===== config.mk =====
export PLATFORM = sky130hd
export DESIGN_NAME = ldc_top
export DESIGN_NICKNAME = d
export VERILOG_FILES = /design/src/hw/ldc_pkg.sv /design/src/hw/ldc_duty_if.sv /design/src/hw/ldc_duty_meas.sv /design/src/hw/ldc_top.sv
export VERILOG_INCLUDE_DIRS = /design/src /design/src/hw
export SDC_FILE = /design/constraint.sdc
export NUM_CORES = 1
export LEC_CHECK = 0
export ABC_CLOCK_PERIOD_IN_PS = 42800
export BUFFER_PORTS_ARGS = -buffer_cell sky130_fd_sc_hd__buf_4
export CORE_AREA = 2 2 320 243
export CTS_CLUSTER_DIAMETER = 80
export CTS_CLUSTER_SIZE = 30
export DETAILED_ROUTE_END_ITERATION = 16
export DIE_AREA = 0 0 322 245
export GPL_TIMING_DRIVEN = 0
export SLEW_MARGIN = 10
export SYNTH_ARGS = -nofsm -noshare
export SYNTH_HDL_FRONTEND = slang
export SYNTH_SLANG_ARGS = --single-unit
export TNS_END_PERCENT = 10

===== constraint.sdc =====
create_clock -name CLK -period 42.8 [get_ports CLK]
set_input_delay 4.28 -clock CLK [delete_from_list [all_inputs] [get_ports CLK]]
set_output_delay 4.28 -clock CLK [all_outputs]
set_load 0.005 [all_outputs]

===== src/hw/ldc_consts.svh =====
// constants for the led string dimming control block
//
// Behaviour
// - dimming-style bit low gives analog DC only
// - dimming-style bit high gives mixed phase-shifted PWM
// - phase offset is 360 over enabled strings
// - code is high byte then low nibble
// - low code bits dropped per output rate
// - new intensity applied only at period start
// - 200ns minimum pulse, 97.66ns width step
// - mixed: DC above switch point, else pulsed
// - transition field picks 12.5/25/50/100 percent
// - on-time scales inversely with switch point
// - no register interface: switch point 25%
// - rate field selects 2.5 to 40 kHz
// - no register interface: fixed 2.5 kHz
// - resolution drops one bit per doubling
// - strap floating mixed, strap high direct
// - source field 11 selects direct PWM
// - direct PWM follows input, no phase shift
// - source 00 uses measured input duty
// - source 01 uses mapped register code
// - source 10 multiplies register by duty
// - linear mapping default, log gives 1023 states
`ifndef LDC_CONSTS_SVH
`define LDC_CONSTS_SVH

// ****************************************
// register map
// ****************************************
`define LDC_OFS_BRIGHT_LO 8'h07
`define LDC_OFS_BRIGHT_HI 8'h08
`define LDC_RST_BYTE 8'h00

// ****************************************
// timing
// ****************************************
`define LDC_CLK_PS 8000
`define LDC_STEP_PS 97660
`define LDC_MIN_PW_PS 200000
`define LDC_STEP_CYC (`LDC_STEP_PS / `LDC_CLK_PS)
`define LDC_MIN_PW_CYC ((`LDC_MIN_PW_PS + `LDC_CLK_PS - 1) / `LDC_CLK_PS)
`define LDC_MIN_PW_STEPS ((`LDC_MIN_PW_CYC + `LDC_STEP_CYC - 1) / `LDC_STEP_CYC)

// ****************************************
// codes and defaults
// ****************************************
`define LDC_FULL_CODE 12'hfff
`define LDC_RATE_MAX 3'h4
`define LDC_RATE_NOREG 3'h0
`define LDC_XP_NOREG 2'h1
`define LDC_FRAC_BITS 12

`endif


===== src/hw/ldc_pkg.sv =====
// types shared by the led string dimming control block
package ldc_pkg;
  // brightness source field
  typedef enum logic [1:0] {
    LDC_SRC_PWM = 2'h0,
    LDC_SRC_REG = 2'h1,
    LDC_SRC_MUL = 2'h2,
    LDC_SRC_DIRECT = 2'h3
  } ldc_src_t;
  // mode strap level when no register interface
  typedef enum logic [1:0] {
    LDC_STRAP_GND = 2'h0,
    LDC_STRAP_FLOAT = 2'h1,
    LDC_STRAP_VDD = 2'h2
  } ldc_strap_t;
  // dimming scheme, one-hot
  typedef enum logic [2:0] {
    LDC_SCH_ANALOG = 3'b001,
    LDC_SCH_MIXED = 3'b010,
    LDC_SCH_DIRECT = 3'b100
  } ldc_scheme_t;
  // duty divider states, one-hot
  typedef enum logic [1:0] {
    LDC_DV_IDLE = 2'b01,
    LDC_DV_RUN = 2'b10
  } ldc_div_st_t;
endpackage


===== src/hw/ldc_duty_if.sv =====
// carrier for the measured input duty code
`timescale 1ns/1ps
interface ldc_duty_if;
  logic [11:0] code; // duty code, full scale 12'hfff
  logic valid; // one-cycle pulse on a new code
  modport src (output code, output valid);
  modport snk (input code, input valid);
endinterface


===== src/hw/ldc_duty_meas.sv =====
// measures the input pulse duty cycle as a 12-bit code
`timescale 1ns/1ps
`include "ldc_consts.svh"
module ldc_duty_meas (
  input wire logic clk, // system clock
  input wire logic rst, // sync reset, active high
  input wire logic ce, // clock enable
  input wire logic pwm_in, // dimming input pin
  input wire logic step_tick, // one pulse per sample step
  ldc_duty_if.src duty // measured duty out
);
  import ldc_pkg::*;

  // ****************************************
  // period and high-time counters
  // ****************************************
  logic pwm_q; // previous input level
  logic [16:0] hi_q; // high steps this period
  logic [16:0] per_q; // steps this period
  logic rise_w; // rising input edge
  assign rise_w = pwm_in && !pwm_q;

  // counters saturate so a stuck input cannot wrap into a false code
  always_ff @(posedge clk) begin
    if (rst) begin
      pwm_q <= 1'b0;
      hi_q <= 17'h0;
      per_q <= 17'h0;
    end else if (ce) begin
      pwm_q <= pwm_in;
      if (rise_w) begin
        hi_q <= 17'h0;
        per_q <= 17'h0;
      end else if (step_tick && !per_q[16]) begin
        per_q <= per_q + 17'h1;
        hi_q <= hi_q + {16'h0, pwm_in};
      end
    end
  end

  // ****************************************
  // restoring divider, one quotient bit per clock
  // ****************************************
  ldc_div_st_t st_q; // divider state
  logic [17:0] rem_q; // partial remainder
  logic [16:0] den_q; // divisor
  logic [11:0] quo_q; // quotient so far
  logic [3:0] it_q; // bits left
  logic [11:0] code_q; // last duty code
  logic valid_q; // new code pulse
  logic [17:0] shl_w; // remainder shifted
  logic fit_w; // subtract fits
  assign shl_w = {rem_q[16:0], 1'b0};
  assign fit_w = shl_w >= {1'b0, den_q};

  // a new edge while dividing is dropped; the next period retries
  always_ff @(posedge clk) begin
    if (rst) begin
      st_q <= LDC_DV_IDLE;
      rem_q <= 18'h0;
      den_q <= 17'h0;
      quo_q <= 12'h0;
      it_q <= 4'h0;
      code_q <= 12'h0;
      valid_q <= 1'b0;
    end else if (ce) begin
      valid_q <= 1'b0;
      case (st_q)
        LDC_DV_IDLE: begin
          if (rise_w && per_q == 17'h0) begin // no period seen yet
            st_q <= LDC_DV_IDLE;
          end else if (rise_w && hi_q >= per_q) begin // full duty
            code_q <= `LDC_FULL_CODE;
            valid_q <= 1'b1;
          end else if (rise_w) begin
            rem_q <= {1'b0, hi_q};
            den_q <= per_q;
            quo_q <= 12'h0;
            it_q <= 4'(`LDC_FRAC_BITS);
            st_q <= LDC_DV_RUN;
          end
        end
        LDC_DV_RUN: begin
          rem_q <= fit_w ? shl_w - {1'b0, den_q} : shl_w;
          quo_q <= {quo_q[10:0], fit_w};
          it_q <= it_q - 4'h1;
          if (it_q == 4'h1) begin
            code_q <= {quo_q[10:0], fit_w};
            valid_q <= 1'b1;
            st_q <= LDC_DV_IDLE;
          end
        end
        default: st_q <= LDC_DV_IDLE;
      endcase
    end
  end

  assign duty.code = code_q;
  assign duty.valid = valid_q;
endmodule


===== src/hw/ldc_top.sv =====
// led string dimming control: brightness source, mapping and sink drive
`timescale 1ns/1ps
`include "ldc_consts.svh"
module ldc_top #(
  parameter int unsigned NSTR = 6 // current sink strings, at most 7
) (
  input wire logic CLK, // system clock, 125 MHz
  input wire logic RST, // sync reset, active high
  input wire logic CE, // clock enable, freezes all state when low
  input wire logic PWM_IN, // dimming input pin
  input wire logic REG_IF_EN, // register interface in use
  input wire ldc_pkg::ldc_strap_t MODE_STRAP, // mode strap level
  input wire logic [NSTR-1:0] LED_EN, // string enables
  input wire logic DIM_MODE, // dimming style, 1 = mixed
  input wire logic [1:0] XPOINT_SEL, // transition point select
  input wire logic [2:0] RATE_SEL, // led pwm rate select
  input wire ldc_pkg::ldc_src_t SRC_SEL, // brightness source select
  input wire logic LOG_MAP, // logarithmic mapping
  input wire logic REG_WE, // register write strobe
  input wire logic [7:0] REG_ADDR, // register address
  input wire logic [7:0] REG_WDATA, // register write data
  output logic [7:0] REG_RDATA, // register read data
  output logic [NSTR-1:0] SINK_ON, // per string sink on
  output logic [11:0] SINK_LEVEL, // sink current level
  output logic [11:0] BRIGHT_CODE // brightness in use
);
  import ldc_pkg::*;

  // ****************************************
  // helper functions
  // ****************************************
  // enabled strings below a given position
  function automatic logic [2:0] count_below(input logic [NSTR-1:0] en, input int idx);
    logic [2:0] c;
    c = 3'h0;
    for (int j = 0; j < NSTR; j++) begin
      if (j < idx) begin
        c = c + {2'h0, en[j]};
      end
    end
    return c;
  endfunction

  // period split evenly among the enabled strings
  function automatic logic [11:0] phase_step(input logic [12:0] per, input logic [2:0] n);
    logic [12:0] q;
    case (n)
      3'h2: q = per / 13'h2;
      3'h3: q = per / 13'h3;
      3'h4: q = per / 13'h4;
      3'h5: q = per / 13'h5;
      3'h6: q = per / 13'h6;
      3'h7: q = per / 13'h7;
      default: q = 13'h0; // one string needs no offset
    endcase
    return q[11:0];
  endfunction

  // piecewise exponential curve over the top ten code bits
  function automatic logic [11:0] log_curve(input logic [11:0] c);
    logic [9:0] x;
    logic [13:0] v;
    x = c[11:2];
    if (x[9:7] == 3'h0) begin
      v = {7'h0, x[6:0]};
    end else begin
      v = 14'({1'b1, x[6:0]}) << (x[9:7] - 3'h1);
    end
    return (x == 10'h0) ? 12'h0 : v[13:2];
  endfunction

  // linear by default, curve when asked
  function automatic logic [11:0] map_code(input logic [11:0] c, input logic lg);
    return lg ? log_curve(c) : c;
  endfunction

  // ****************************************
  // brightness registers
  // ****************************************
  logic [7:0] lo_q; // low nibble register
  logic [7:0] hi_q; // high byte register
  logic [11:0] code_q; // committed brightness code
  logic wr_lo_w; // low register write
  logic wr_hi_w; // high register write
  assign wr_lo_w = CE && REG_WE && REG_ADDR == `LDC_OFS_BRIGHT_LO;
  assign wr_hi_w = CE && REG_WE && REG_ADDR == `LDC_OFS_BRIGHT_HI;

  // the low nibble waits until the high byte arrives, so half a value never shows
  always_ff @(posedge CLK) begin
    if (RST) begin
      lo_q <= `LDC_RST_BYTE;
      hi_q <= `LDC_RST_BYTE;
      code_q <= 12'h0;
    end else begin
      if (wr_lo_w) begin
        lo_q <= REG_WDATA;
      end
      if (wr_hi_w) begin
        hi_q <= REG_WDATA;
        code_q <= {REG_WDATA, lo_q[7:4]};
      end
    end
  end

  // read mux, unmapped addresses read zero
  logic [7:0] rdata_w; // selected read data
  assign rdata_w = (REG_ADDR == `LDC_OFS_BRIGHT_LO) ? lo_q :
                   (REG_ADDR == `LDC_OFS_BRIGHT_HI) ? hi_q : 8'h00;

  // ****************************************
  // strap capture
  // ****************************************
  ldc_strap_t strap_q; // strap level seen after reset
  logic strap_taken_q; // strap captured

  // sampled once after release; later changes are ignored
  always_ff @(posedge CLK) begin
    if (RST) begin
      strap_q <= LDC_STRAP_GND;
      strap_taken_q <= 1'b0;
    end else if (CE && !strap_taken_q) begin
      strap_q <= MODE_STRAP;
      strap_taken_q <= 1'b1;
    end
  end

  // ****************************************
  // effective settings
  // ****************************************
  ldc_src_t src_w; // source in force
  logic mixed_w; // mixed style in force
  logic [1:0] xp_w; // transition point in force
  logic [2:0] rate_w; // output rate in force
  logic log_w; // log mapping in force
  ldc_scheme_t scheme_w; // scheme for next period
  assign src_w = REG_IF_EN ? SRC_SEL :
                 (strap_q == LDC_STRAP_VDD) ? LDC_SRC_DIRECT : LDC_SRC_PWM;
  assign mixed_w = REG_IF_EN ? DIM_MODE : (strap_q == LDC_STRAP_FLOAT);
  assign xp_w = REG_IF_EN ? XPOINT_SEL : `LDC_XP_NOREG;
  // codes above the fastest rate are held at the fastest
  assign rate_w = !REG_IF_EN ? `LDC_RATE_NOREG :
                  (RATE_SEL > `LDC_RATE_MAX) ? `LDC_RATE_MAX : RATE_SEL;
  assign log_w = REG_IF_EN && LOG_MAP;
  assign scheme_w = (src_w == LDC_SRC_DIRECT) ? LDC_SCH_DIRECT :
                    mixed_w ? LDC_SCH_MIXED : LDC_SCH_ANALOG;

  // ****************************************
  // step timebase and output period
  // ****************************************
  logic [3:0] div_q; // clocks within a step
  logic step_tick_w; // one step done
  logic [11:0] cnt_q; // step within period
  logic [2:0] rate_q; // rate of running period
  logic [11:0] mask_w; // last step of period
  logic frame_end_w; // last step of period done
  assign step_tick_w = CE && div_q == 4'(`LDC_STEP_CYC - 1);
  assign mask_w = `LDC_FULL_CODE >> rate_q;
  assign frame_end_w = step_tick_w && cnt_q == mask_w;

  // step counter and period position
  always_ff @(posedge CLK) begin
    if (RST) begin
      div_q <= 4'h0;
      cnt_q <= 12'h0;
    end else if (CE) begin
      div_q <= step_tick_w ? 4'h0 : div_q + 4'h1;
      if (step_tick_w) begin
        cnt_q <= frame_end_w ? 12'h0 : cnt_q + 12'h1;
      end
    end
  end

  // ****************************************
  // duty measurement
  // ****************************************
  ldc_duty_if duty_bus();
  ldc_duty_meas u_meas (
    .clk(CLK),
    .rst(RST),
    .ce(CE),
    .pwm_in(PWM_IN),
    .step_tick(step_tick_w),
    .duty(duty_bus.src)
  );

  // ****************************************
  // brightness selection and mixed dimming math
  // ****************************************
  logic [11:0] map_reg_w; // mapped register code
  logic [11:0] map_pwm_w; // mapped duty code
  logic [23:0] prod_w; // register times duty
  logic [11:0] src_code_w; // chosen brightness
  logic [11:0] bright_w; // truncated to the rate
  logic [1:0] shift_w; // log2 of full over switch point
  logic [12:0] sp_w; // switch point code
  logic [14:0] scaled_w; // brightness over switch point
  logic [11:0] raw_on_w; // on steps before clamp
  logic [11:0] on_w; // on steps in period
  logic dc_w; // at or above switch point
  logic [12:0] per_w; // steps in next period
  assign map_reg_w = map_code(code_q, log_w);
  assign map_pwm_w = map_code(duty_bus.code, log_w);
  assign prod_w = map_reg_w * duty_bus.code;
  assign src_code_w = (src_w == LDC_SRC_REG) ? map_reg_w :
                      (src_w == LDC_SRC_MUL) ? prod_w[23:12] : map_pwm_w;
  // dropping bits below the period length costs one bit per doubling
  assign bright_w = src_code_w & (`LDC_FULL_CODE << rate_w);
  assign shift_w = 2'h3 - xp_w;
  assign sp_w = 13'h1000 >> shift_w;
  assign dc_w = ({1'b0, bright_w} >= sp_w) || bright_w == `LDC_FULL_CODE;
  // peak is the switch point, so on-time grows by the same ratio
  assign scaled_w = {3'h0, bright_w} << shift_w;
  assign raw_on_w = 12'(scaled_w >> rate_w);
  assign on_w = (raw_on_w != 12'h0 && raw_on_w < 12'(`LDC_MIN_PW_STEPS)) ?
                12'(`LDC_MIN_PW_STEPS) : raw_on_w;
  assign per_w = {1'b0, `LDC_FULL_CODE >> rate_w} + 13'h1;

  // ****************************************
  // per period snapshot
  // ****************************************
  ldc_scheme_t scheme_q; // scheme of running period
  logic [11:0] bright_q; // brightness of running period
  logic [11:0] on_q; // on steps of running period
  logic [11:0] lvl_q; // pulse peak level
  logic dc_q; // dc output this period
  logic [NSTR-1:0] en_q; // enables at period start
  logic [11:0] step_q; // phase step between strings

  // intensity, rate and phase split all change only on a period boundary
  always_ff @(posedge CLK) begin
    if (RST) begin
      scheme_q <= LDC_SCH_ANALOG;
      rate_q <= `LDC_RATE_NOREG;
      bright_q <= 12'h0;
      on_q <= 12'h0;
      lvl_q <= 12'h0;
      dc_q <= 1'b1;
      en_q <= '0;
      step_q <= 12'h0;
    end else if (frame_end_w) begin
      scheme_q <= scheme_w;
      rate_q <= rate_w;
      bright_q <= bright_w;
      on_q <= on_w;
      lvl_q <= `LDC_FULL_CODE >> shift_w;
      dc_q <= dc_w;
      en_q <= LED_EN;
      step_q <= phase_step(per_w, count_below(LED_EN, NSTR));
    end
  end

  // ****************************************
  // phase shifted pulses
  // ****************************************
  logic [NSTR-1:0] phase_on_w; // pulse window per string
  for (genvar gi = 0; gi < NSTR; gi++) begin : g_str
    logic [11:0] ofs_w; // start offset of this string
    logic [11:0] rel_w; // position past the offset
    assign ofs_w = 12'(count_below(en_q, gi) * step_q);
    assign rel_w = (cnt_q - ofs_w) & mask_w;
    assign phase_on_w[gi] = en_q[gi] && rel_w < on_q;
  end

  // ****************************************
  // sink drive
  // ****************************************
  logic [NSTR-1:0] on_d; // next sink enables
  logic [11:0] level_d; // next sink level

  // scheme decides between dc level, pulses and direct follow
  always_comb begin
    on_d = '0;
    level_d = 12'h0;
    case (scheme_q)
      LDC_SCH_ANALOG: begin
        on_d = LED_EN;
        level_d = bright_q;
      end
      LDC_SCH_MIXED: begin
        if (dc_q) begin // above switch point
          on_d = LED_EN;
          level_d = bright_q;
        end else begin
          on_d = LED_EN & phase_on_w;
          level_d = lvl_q;
        end
      end
      LDC_SCH_DIRECT: begin
        on_d = LED_EN & {NSTR{PWM_IN}};
        level_d = `LDC_FULL_CODE;
      end
      default: begin
        on_d = '0;
        level_d = 12'h0;
      end
    endcase
  end

  // all outputs leave from flops
  always_ff @(posedge CLK) begin
    if (RST) begin
      SINK_ON <= '0;
      SINK_LEVEL <= 12'h0;
      BRIGHT_CODE <= 12'h0;
      REG_RDATA <= 8'h00;
    end else if (CE) begin
      SINK_ON <= on_d;
      SINK_LEVEL <= level_d;
      BRIGHT_CODE <= bright_q;
      REG_RDATA <= rdata_w;
    end
  end
endmodule


### After elaboration in Yosys (flattened, before gate mapping)

Cells that the tools add are included.
Widths: inputs -> output; s select.

| operators by class | value |
|---|---|
| $lt $le $gt $ge | 11 |
| $add $sub $neg | 24 |
| bitwise logic cells | 11 |
| reduce and logical (&&, ||, !) cells | 36 |
| eq/ne operators | 29 |
| divide/modulo/power cells | 4 |
| multiply operators | 6 |
| shifts and indexed selects | 9 |
| mux-type cells | 64 |

Operators by type and width:

| kind | count |
|---|---|
| $mux 12 | 12 |
| $mux 17 | 8 |
| $and 12x12->12 | 7 |
| $lt 12x12->1 | 6 |
| $pmux 12 s6 | 1 |
| $sub 12x12->12 | 5 |
| $mul 3x12->12 | 4 |
| $mux 3 | 15 |
| $div 13x3->13 const B | 3 |
| $pmux 12 s3 | 1 |
| $pmux 17 s2 | 1 |
| $mux 11 | 3 |
| $mux 14 | 2 |
| $shl 8x3->14 | 2 |
| $mul 12x12->24 | 1 |
| $pmux 12 s2 | 1 |
| $shr 12x3->12 const A | 2 |
| $pmux 11 s2 | 1 |
| $add 3x1->3 | 7 |
| $logic_not 10->1 | 2 |
| $ge 18x17->1 | 1 |
| $logic_and 1x1->1 | 18 |
| $pmux 6 s3 | 1 |
| $add 17x1->17 | 1 |
| other kinds (54) | 89 |

| word-level totals | value |
|---|---|
| output and inout port bits | 38 |
| input bits | 39 |
| register bits | 244 |

### Logic depth before layout (Yosys ltp)

| logic depth | value |
|---|---|
| word-level depth | 22 |
| mapped depth | 94 |
| depth with buffers taken out | 89 |

### By module

A second synthesis with hierarchy kept.

| second synthesis, totals | value |
|---|---|
| cells, all modules | 3425 |
| area, all modules | 27107.2 um2 |

By module, submodules not included:

| module | instances | area each (um2) | seq. area each (um2) | cells each |
|---|---|---|---|---|
| ldc_top | 1 | 21381.8 | 2602.5 | 2723 |
| ldc_duty_meas | 1 | 5725.5 | 1981.9 | 702 |

### Worst setup path before layout

Ideal clock, no wire load.

| path | value |
|---|---|
| kind | input to register |
| start | input LED_EN[0] |
| end | register step_q[0] |
| data required time | 42.666 ns |
| stages on the path | 89 |
| library setup time | 0.134 ns |
| arrival time | 24.371 ns |
| path slack | 18.295 ns |
| cell sequence | fa_1 -> ha_1 -> fa_1 -> ha_1 -> ha_1 -> xor3_1 -> clkbuf_1 -> nand2_1 -> nor2_1 -> ha_1 -> or4b_1 -> nand2_1 -> a22o_4 -> inv_4 -> ha_1 -> o211ai_1 -> nand3_1 -> o21ai_2 -> (+53 left out) -> and2_1 -> or4_4 -> and3b_1 -> clkbuf_2 -> or3_1 -> o21ai_2 -> ha_1 -> a21oi_1 -> nand4_1 -> nand4b_2 -> and2_1 -> ha_1 -> a21o_1 -> a221oi_1 -> and3_1 -> o31a_1 -> o211a_1 -> a211oi_2 |

| between the ends | value |
|---|---|
| longest elaborated chain between the ends | 19 |

RTL lines:

| item | line | text |
|---|---|---|
| start: declaration | ldc_top.sv:13 | `input wire logic [NSTR-1:0] LED_EN,` |
| $mux 3 (*) | ldc_top.sv:240 | `end else if (frame_end_w) begin` |
| $mux 3 (*) | ldc_top.sv:231 | `if (RST) begin` |
| $add 3x1->3 (*) | ldc_top.sv:38 | `c = c + {2'h0, en[j]};` |
| $mux 3 (*) | ldc_top.sv:240 |  |
| $mux 3 (*) | ldc_top.sv:231 |  |
| $add 3x1->3 (*) | ldc_top.sv:38 |  |
| $mux 3 (*) | ldc_top.sv:240 |  |
| $mux 3 (*) | ldc_top.sv:231 |  |
| (+3 left out) | - |  |
| $add 3x1->3 (*) | ldc_top.sv:38 |  |
| $mux 3 (*) | ldc_top.sv:240 |  |
| $mux 3 (*) | ldc_top.sv:231 |  |
| $add 3x1->3 (*) | ldc_top.sv:38 |  |
| $mux 3 (*) | ldc_top.sv:240 |  |
| $mux 3 (*) | ldc_top.sv:231 |  |
| $eq 3x3->1 or $eq 3x2->1 (tied branches) | ldc_top.sv:47 | `case (n)` |
| $pmux 12 s6 (*) | ldc_top.sv:47 |  |
| end signal: assignment | ldc_top.sv:248 | `step_q <= phase_step(per_w, count_below(LED_EN, NSTR));` |
| end: declaration | ldc_top.sv:227 | `logic [11:0] step_q;` |

Mark *: on every way between the ends. The rest lies on a longest branch, timed or not. The select of a mux whose other input is x is not followed.
A chain may end at the register's enable or synchronous reset.

### Final worst setup path

Ends and elaborated chain as after synthesis.

==> impl_metrics.csv <==
group,metric,value,unit
placed_design,dpl_cell_area,28200,um^2
detailed_routing,drc,0,
synth,yosys_register_bits,228,
detailed_routing,first_pass_iters,7,
synth,synth_top_area_share,17.3,%
sta,setup_slack,14.51,ns
pwr,power_density,77.2,nW/um^2
worst_setup_path,slowest_stage,"clkbuf_1",
placed_design,place_ws,14.23,ns
synth,syn_area,26300,um^2
sta,finalCritPeriodShare,66.1,%
sta,finalHoldViolations,0,
grt,grt.met1_usage,30.4,%
sta,rsz0062_at_grt,"no",
worst_setup_path,path_class,"in -> reg",
finish,fin_util,37.7,%
clock_network,cts_tree,"built",
worst_hold_path,min-delay-start,"on_q[11]$_SDFFE_PP0P_",
worst_setup_path,start_kind,"primary input",
pwr,p_switching,1.22,mW
finish,drive_gt1_share,5.31,%
pwr,clkPwrFrac,7.2,%
worst_setup_path,critPathLaunch,"LED_EN[0]",
sta,period_needed,28.29,ns
grt,grt_pass1_vias,22400,
detailed_routing,num_vias,23800,
sta,tns,0,ns
grt,grt_overflow,0,
finish,fin_cells,4436,
floorplanning,start_util,34.7,%
synth,synth_seq_area_share,17.3,%
detailed_routing,routed_wl,79.0,mm
grt,grt.busiest_layer,"met1",
sta,finalClockSkew,0.0317,ns
synth,async_flop_share,0,%
placed_design,routabilityCongestion,0.908,
detailed_routing,vias_per_cell,5.36,
worst_setup_path,cp_max_fo,18,
pwr,p_leak,11.5,nW
synth,synth.avg_cell_area,7.88,um^2
grt,track_usage,19.8,%
clock_network,htreeDepth,1,
clock_network,clock_latency,0.52,ns
pwr,swShare,54.9,%
clock_network,clkSinkCount,228,
synth,synth-edff-count,0,
outcome,status,"completed",
worst_setup_path,r2r_slack,31.70,ns
synth,yosysMostFrequentCell,"nand2_1",
floorplanning,design.core.area,76000,um^2
grt,grt_max_degree,31,
clock_network,cts_resized,0,
finish,fin_nets,3935,
floorplanning,die_w,322,um
worst_setup_path,critPathMaxStageDelay,0.78,ns
finish,syn2layout_area_growth,8.85,%
synth,synth_ff_type,"dfxtp_1",
finish,regArea,4560,um^2
sta,maxSlewViolCount,0,
sta,setup_viol,0,
floorplanning,io_pins,77,
finish,final_cell_area,28700,um^2
sta,max_freq,0.0353,GHz
synth,synth_area_leader_cell,"dfxtp_1",
synth,synthCells,3344,
worst_setup_path,worstPathArrival,28.64,ns
grt,grt_use_met2,29.0,%
grt,grt_pass1_wl,126,mm
clock_network,cts_buffer_depth,3,
floorplanning,dieArea,78900,um^2
pwr,p_comb_share,83.1,%
placed_design,place_hpwl,64.5,mm
clock_network,cts.clk_slew.worst_paths,0.10,ns
clock_network,cts_inserted_buffers,14,
pwr,intPower,0.999,mW
synth,synth.area.top_cells,"dfxtp_1 (17%), ha_1 (14%), fa_1 (13%), nand2_1 (6.6%), nor2_1 (4.5%)",
sta,maxSlewHeadroom,26.1,%
sta,worst_slew_pin_slew,1.10,ns
placed_design,port_buffers,73,
worst_setup_path,r2r-start,"hi_q[5]$_SDFFE_PP0P_",
pwr,peakVddDrop,0.175,mV
floorplanning,row_count,88,
floorplanning,die_y,245,um
worst_setup_path,required,43.15,ns
clock_network,root_buffer,"clkbuf_16",
clock_network,post_cts_buffers,0,
clock_network,hold_buffers,0,
synth,synth_common_cells,"nand2_1 (463), nor2_1 (314), ha_1 (289), inv_1 (235), dfxtp_1 (228)",
detailed_routing,drt_iter0_drc,1723,
pwr,seqPwrFrac,9.7,%
worst_setup_path,worstSetupEndpointType,"register",
detailed_routing,detail_route.wl_per_cell,17.8,um
worst_hold_path,hold_class,"reg -> reg",
synth,yosysUniqueCellTypes,109,
flow_run,max-cap-violations,0,
placed_design,placed_cells_incl_taps,4411,
detailed_routing,ant_nets,0,
finish,nFillCells,7927,
worst_setup_path,crit_path_frequent_cell,"ha_1",
synth,yosys_warnings,0,
grt,antenna_found_initial,5,
finish,multi_input_area,20200,um^2
grt,grt_util_met3,3.20,%
final cells by class:
class                           instances  share of cell area [%]
Tap cell                              990                    4.32
Buffer                                175                    2.40
Sequential cell                       228                    15.9
Multi-Input combinational cell       2705                    70.6
Antenna cell                            2                  0.0175
Clock buffer                           14                    1.22
Inverter                              239                    3.14
Timing Repair Buffer                   74                    1.93
Clock inverter                          9                   0.510
state kept, by name, indices dropped and copies added (netlist names), 11 cells and up:
register and flops:
u_meas.hi_q 17, u_meas.rem_q 17, u_meas.duty.code 12, on_q 12, u_meas.quo_q 11, SINK_LEVEL 12, step_q 12, cnt_q 12
BRIGHT_CODE 12, bright_q 12, u_meas.per_q 17, u_meas.den_q 17
placed cells by master, fill, tap and decap left out, types with 8 or more instances in the layout:
cell,count
a211o_1,8
nand4_1,27
nor4_1,14
and2_1,69
nand3b_1,12
ha_1,289
a21oi_1,223
a22oi_1,16
a211oi_1,38
nor2_1,313
buf_4,73
xnor2_1,94
o22ai_1,10
o21ai_2,8
nor3_1,85
or3_1,17
clkbuf_1,154
fa_1,170
o21ai_0,143
dfxtp_1,228
o21a_1,26
xor2_1,49
or2_2,9
nor2b_1,44
mux2i_1,106
nand2_1,463
clkbuf_16,14
a32oi_1,15
a21boi_0,17
and3_1,23
a221oi_1,21
a31oi_1,20
inv_1,235
mux2_2,14
a21o_1,75
o211ai_1,21
buf_1,12
nand2b_1,55
nand3_1,67
nor3b_1,8
routing by layer:
layer | vias up | part of all wire [%] | wire [um]
li1 | 11700 | - | -
met1 | 11300 | 51 | 40000
met2 | 642 | 41 | 32200
met3 | 83 | 6.8 | 5380
met4 | 8 | 1.8 | 1390
met5 | - | 0.059 | 47
worst max-delay path: cells and delay by family:
kind,cells,cell delay (ns)
muxes,4,1.63
buffers and inverters,11,2.32
AOI/OAI and AO/OA,29,6.52
and+or+nand+nor,29,8.24
adders and majority gates,17,5.62
cells by family after synthesis:
| logic type | count (synthesis) | synth area share [%] |
|---|---|---|
| xor gates and xnor gates | 145 | 4.93 |
| muxes | 125 | 5.02 |
| AOI/OAI and AO/OA | 727 | 18.1 |
| other | 2 | 0.0285 |
| and+or+nand+nor | 1242 | 21.8 |
| DFF | 228 | 17.3 |
| adders and majority gates | 461 | 26.7 |
| buffers and inverters | 414 | 6.02 |
path summary, 6_finish.rpt:
| kind | to | depth (start not counted) |
|---|---|---|
| worst max-delay path | step_q[0]$_SDFFE_PP0P_ | 90 |
| worst min-delay path | on_q[11]$_SDFFE_PP0P_ | 2 |
| worst max register to register | on_q[1]$_SDFFE_PP0P_ | 34 |
| worst min register to register | on_q[11]$_SDFFE_PP0P_ | 2 |
stage by stage:
step	total power [mW]	hold slack (ns)
final	2.21	0.467
after global routing	2.41	0.482
after CTS	2.18	0.465
after detailed placement	2.01	0.446
after global placement	2.01	0.447
after floorplan	1.66	0.432
power groups by stage:
stage / registers (mW) / clock network, mW / logic, mW
detailed placement: 0.220 / 0 / 1.79
CTS: 0.215 / 0.163 / 1.80
floorplan: 0.220 / 0 / 1.44
global placement: 0.220 / 0 / 1.79
finish: 0.215 / 0.159 / 1.84
global route: 0.215 / 0.169 / 2.03
(Power assumes the default switching activity.)
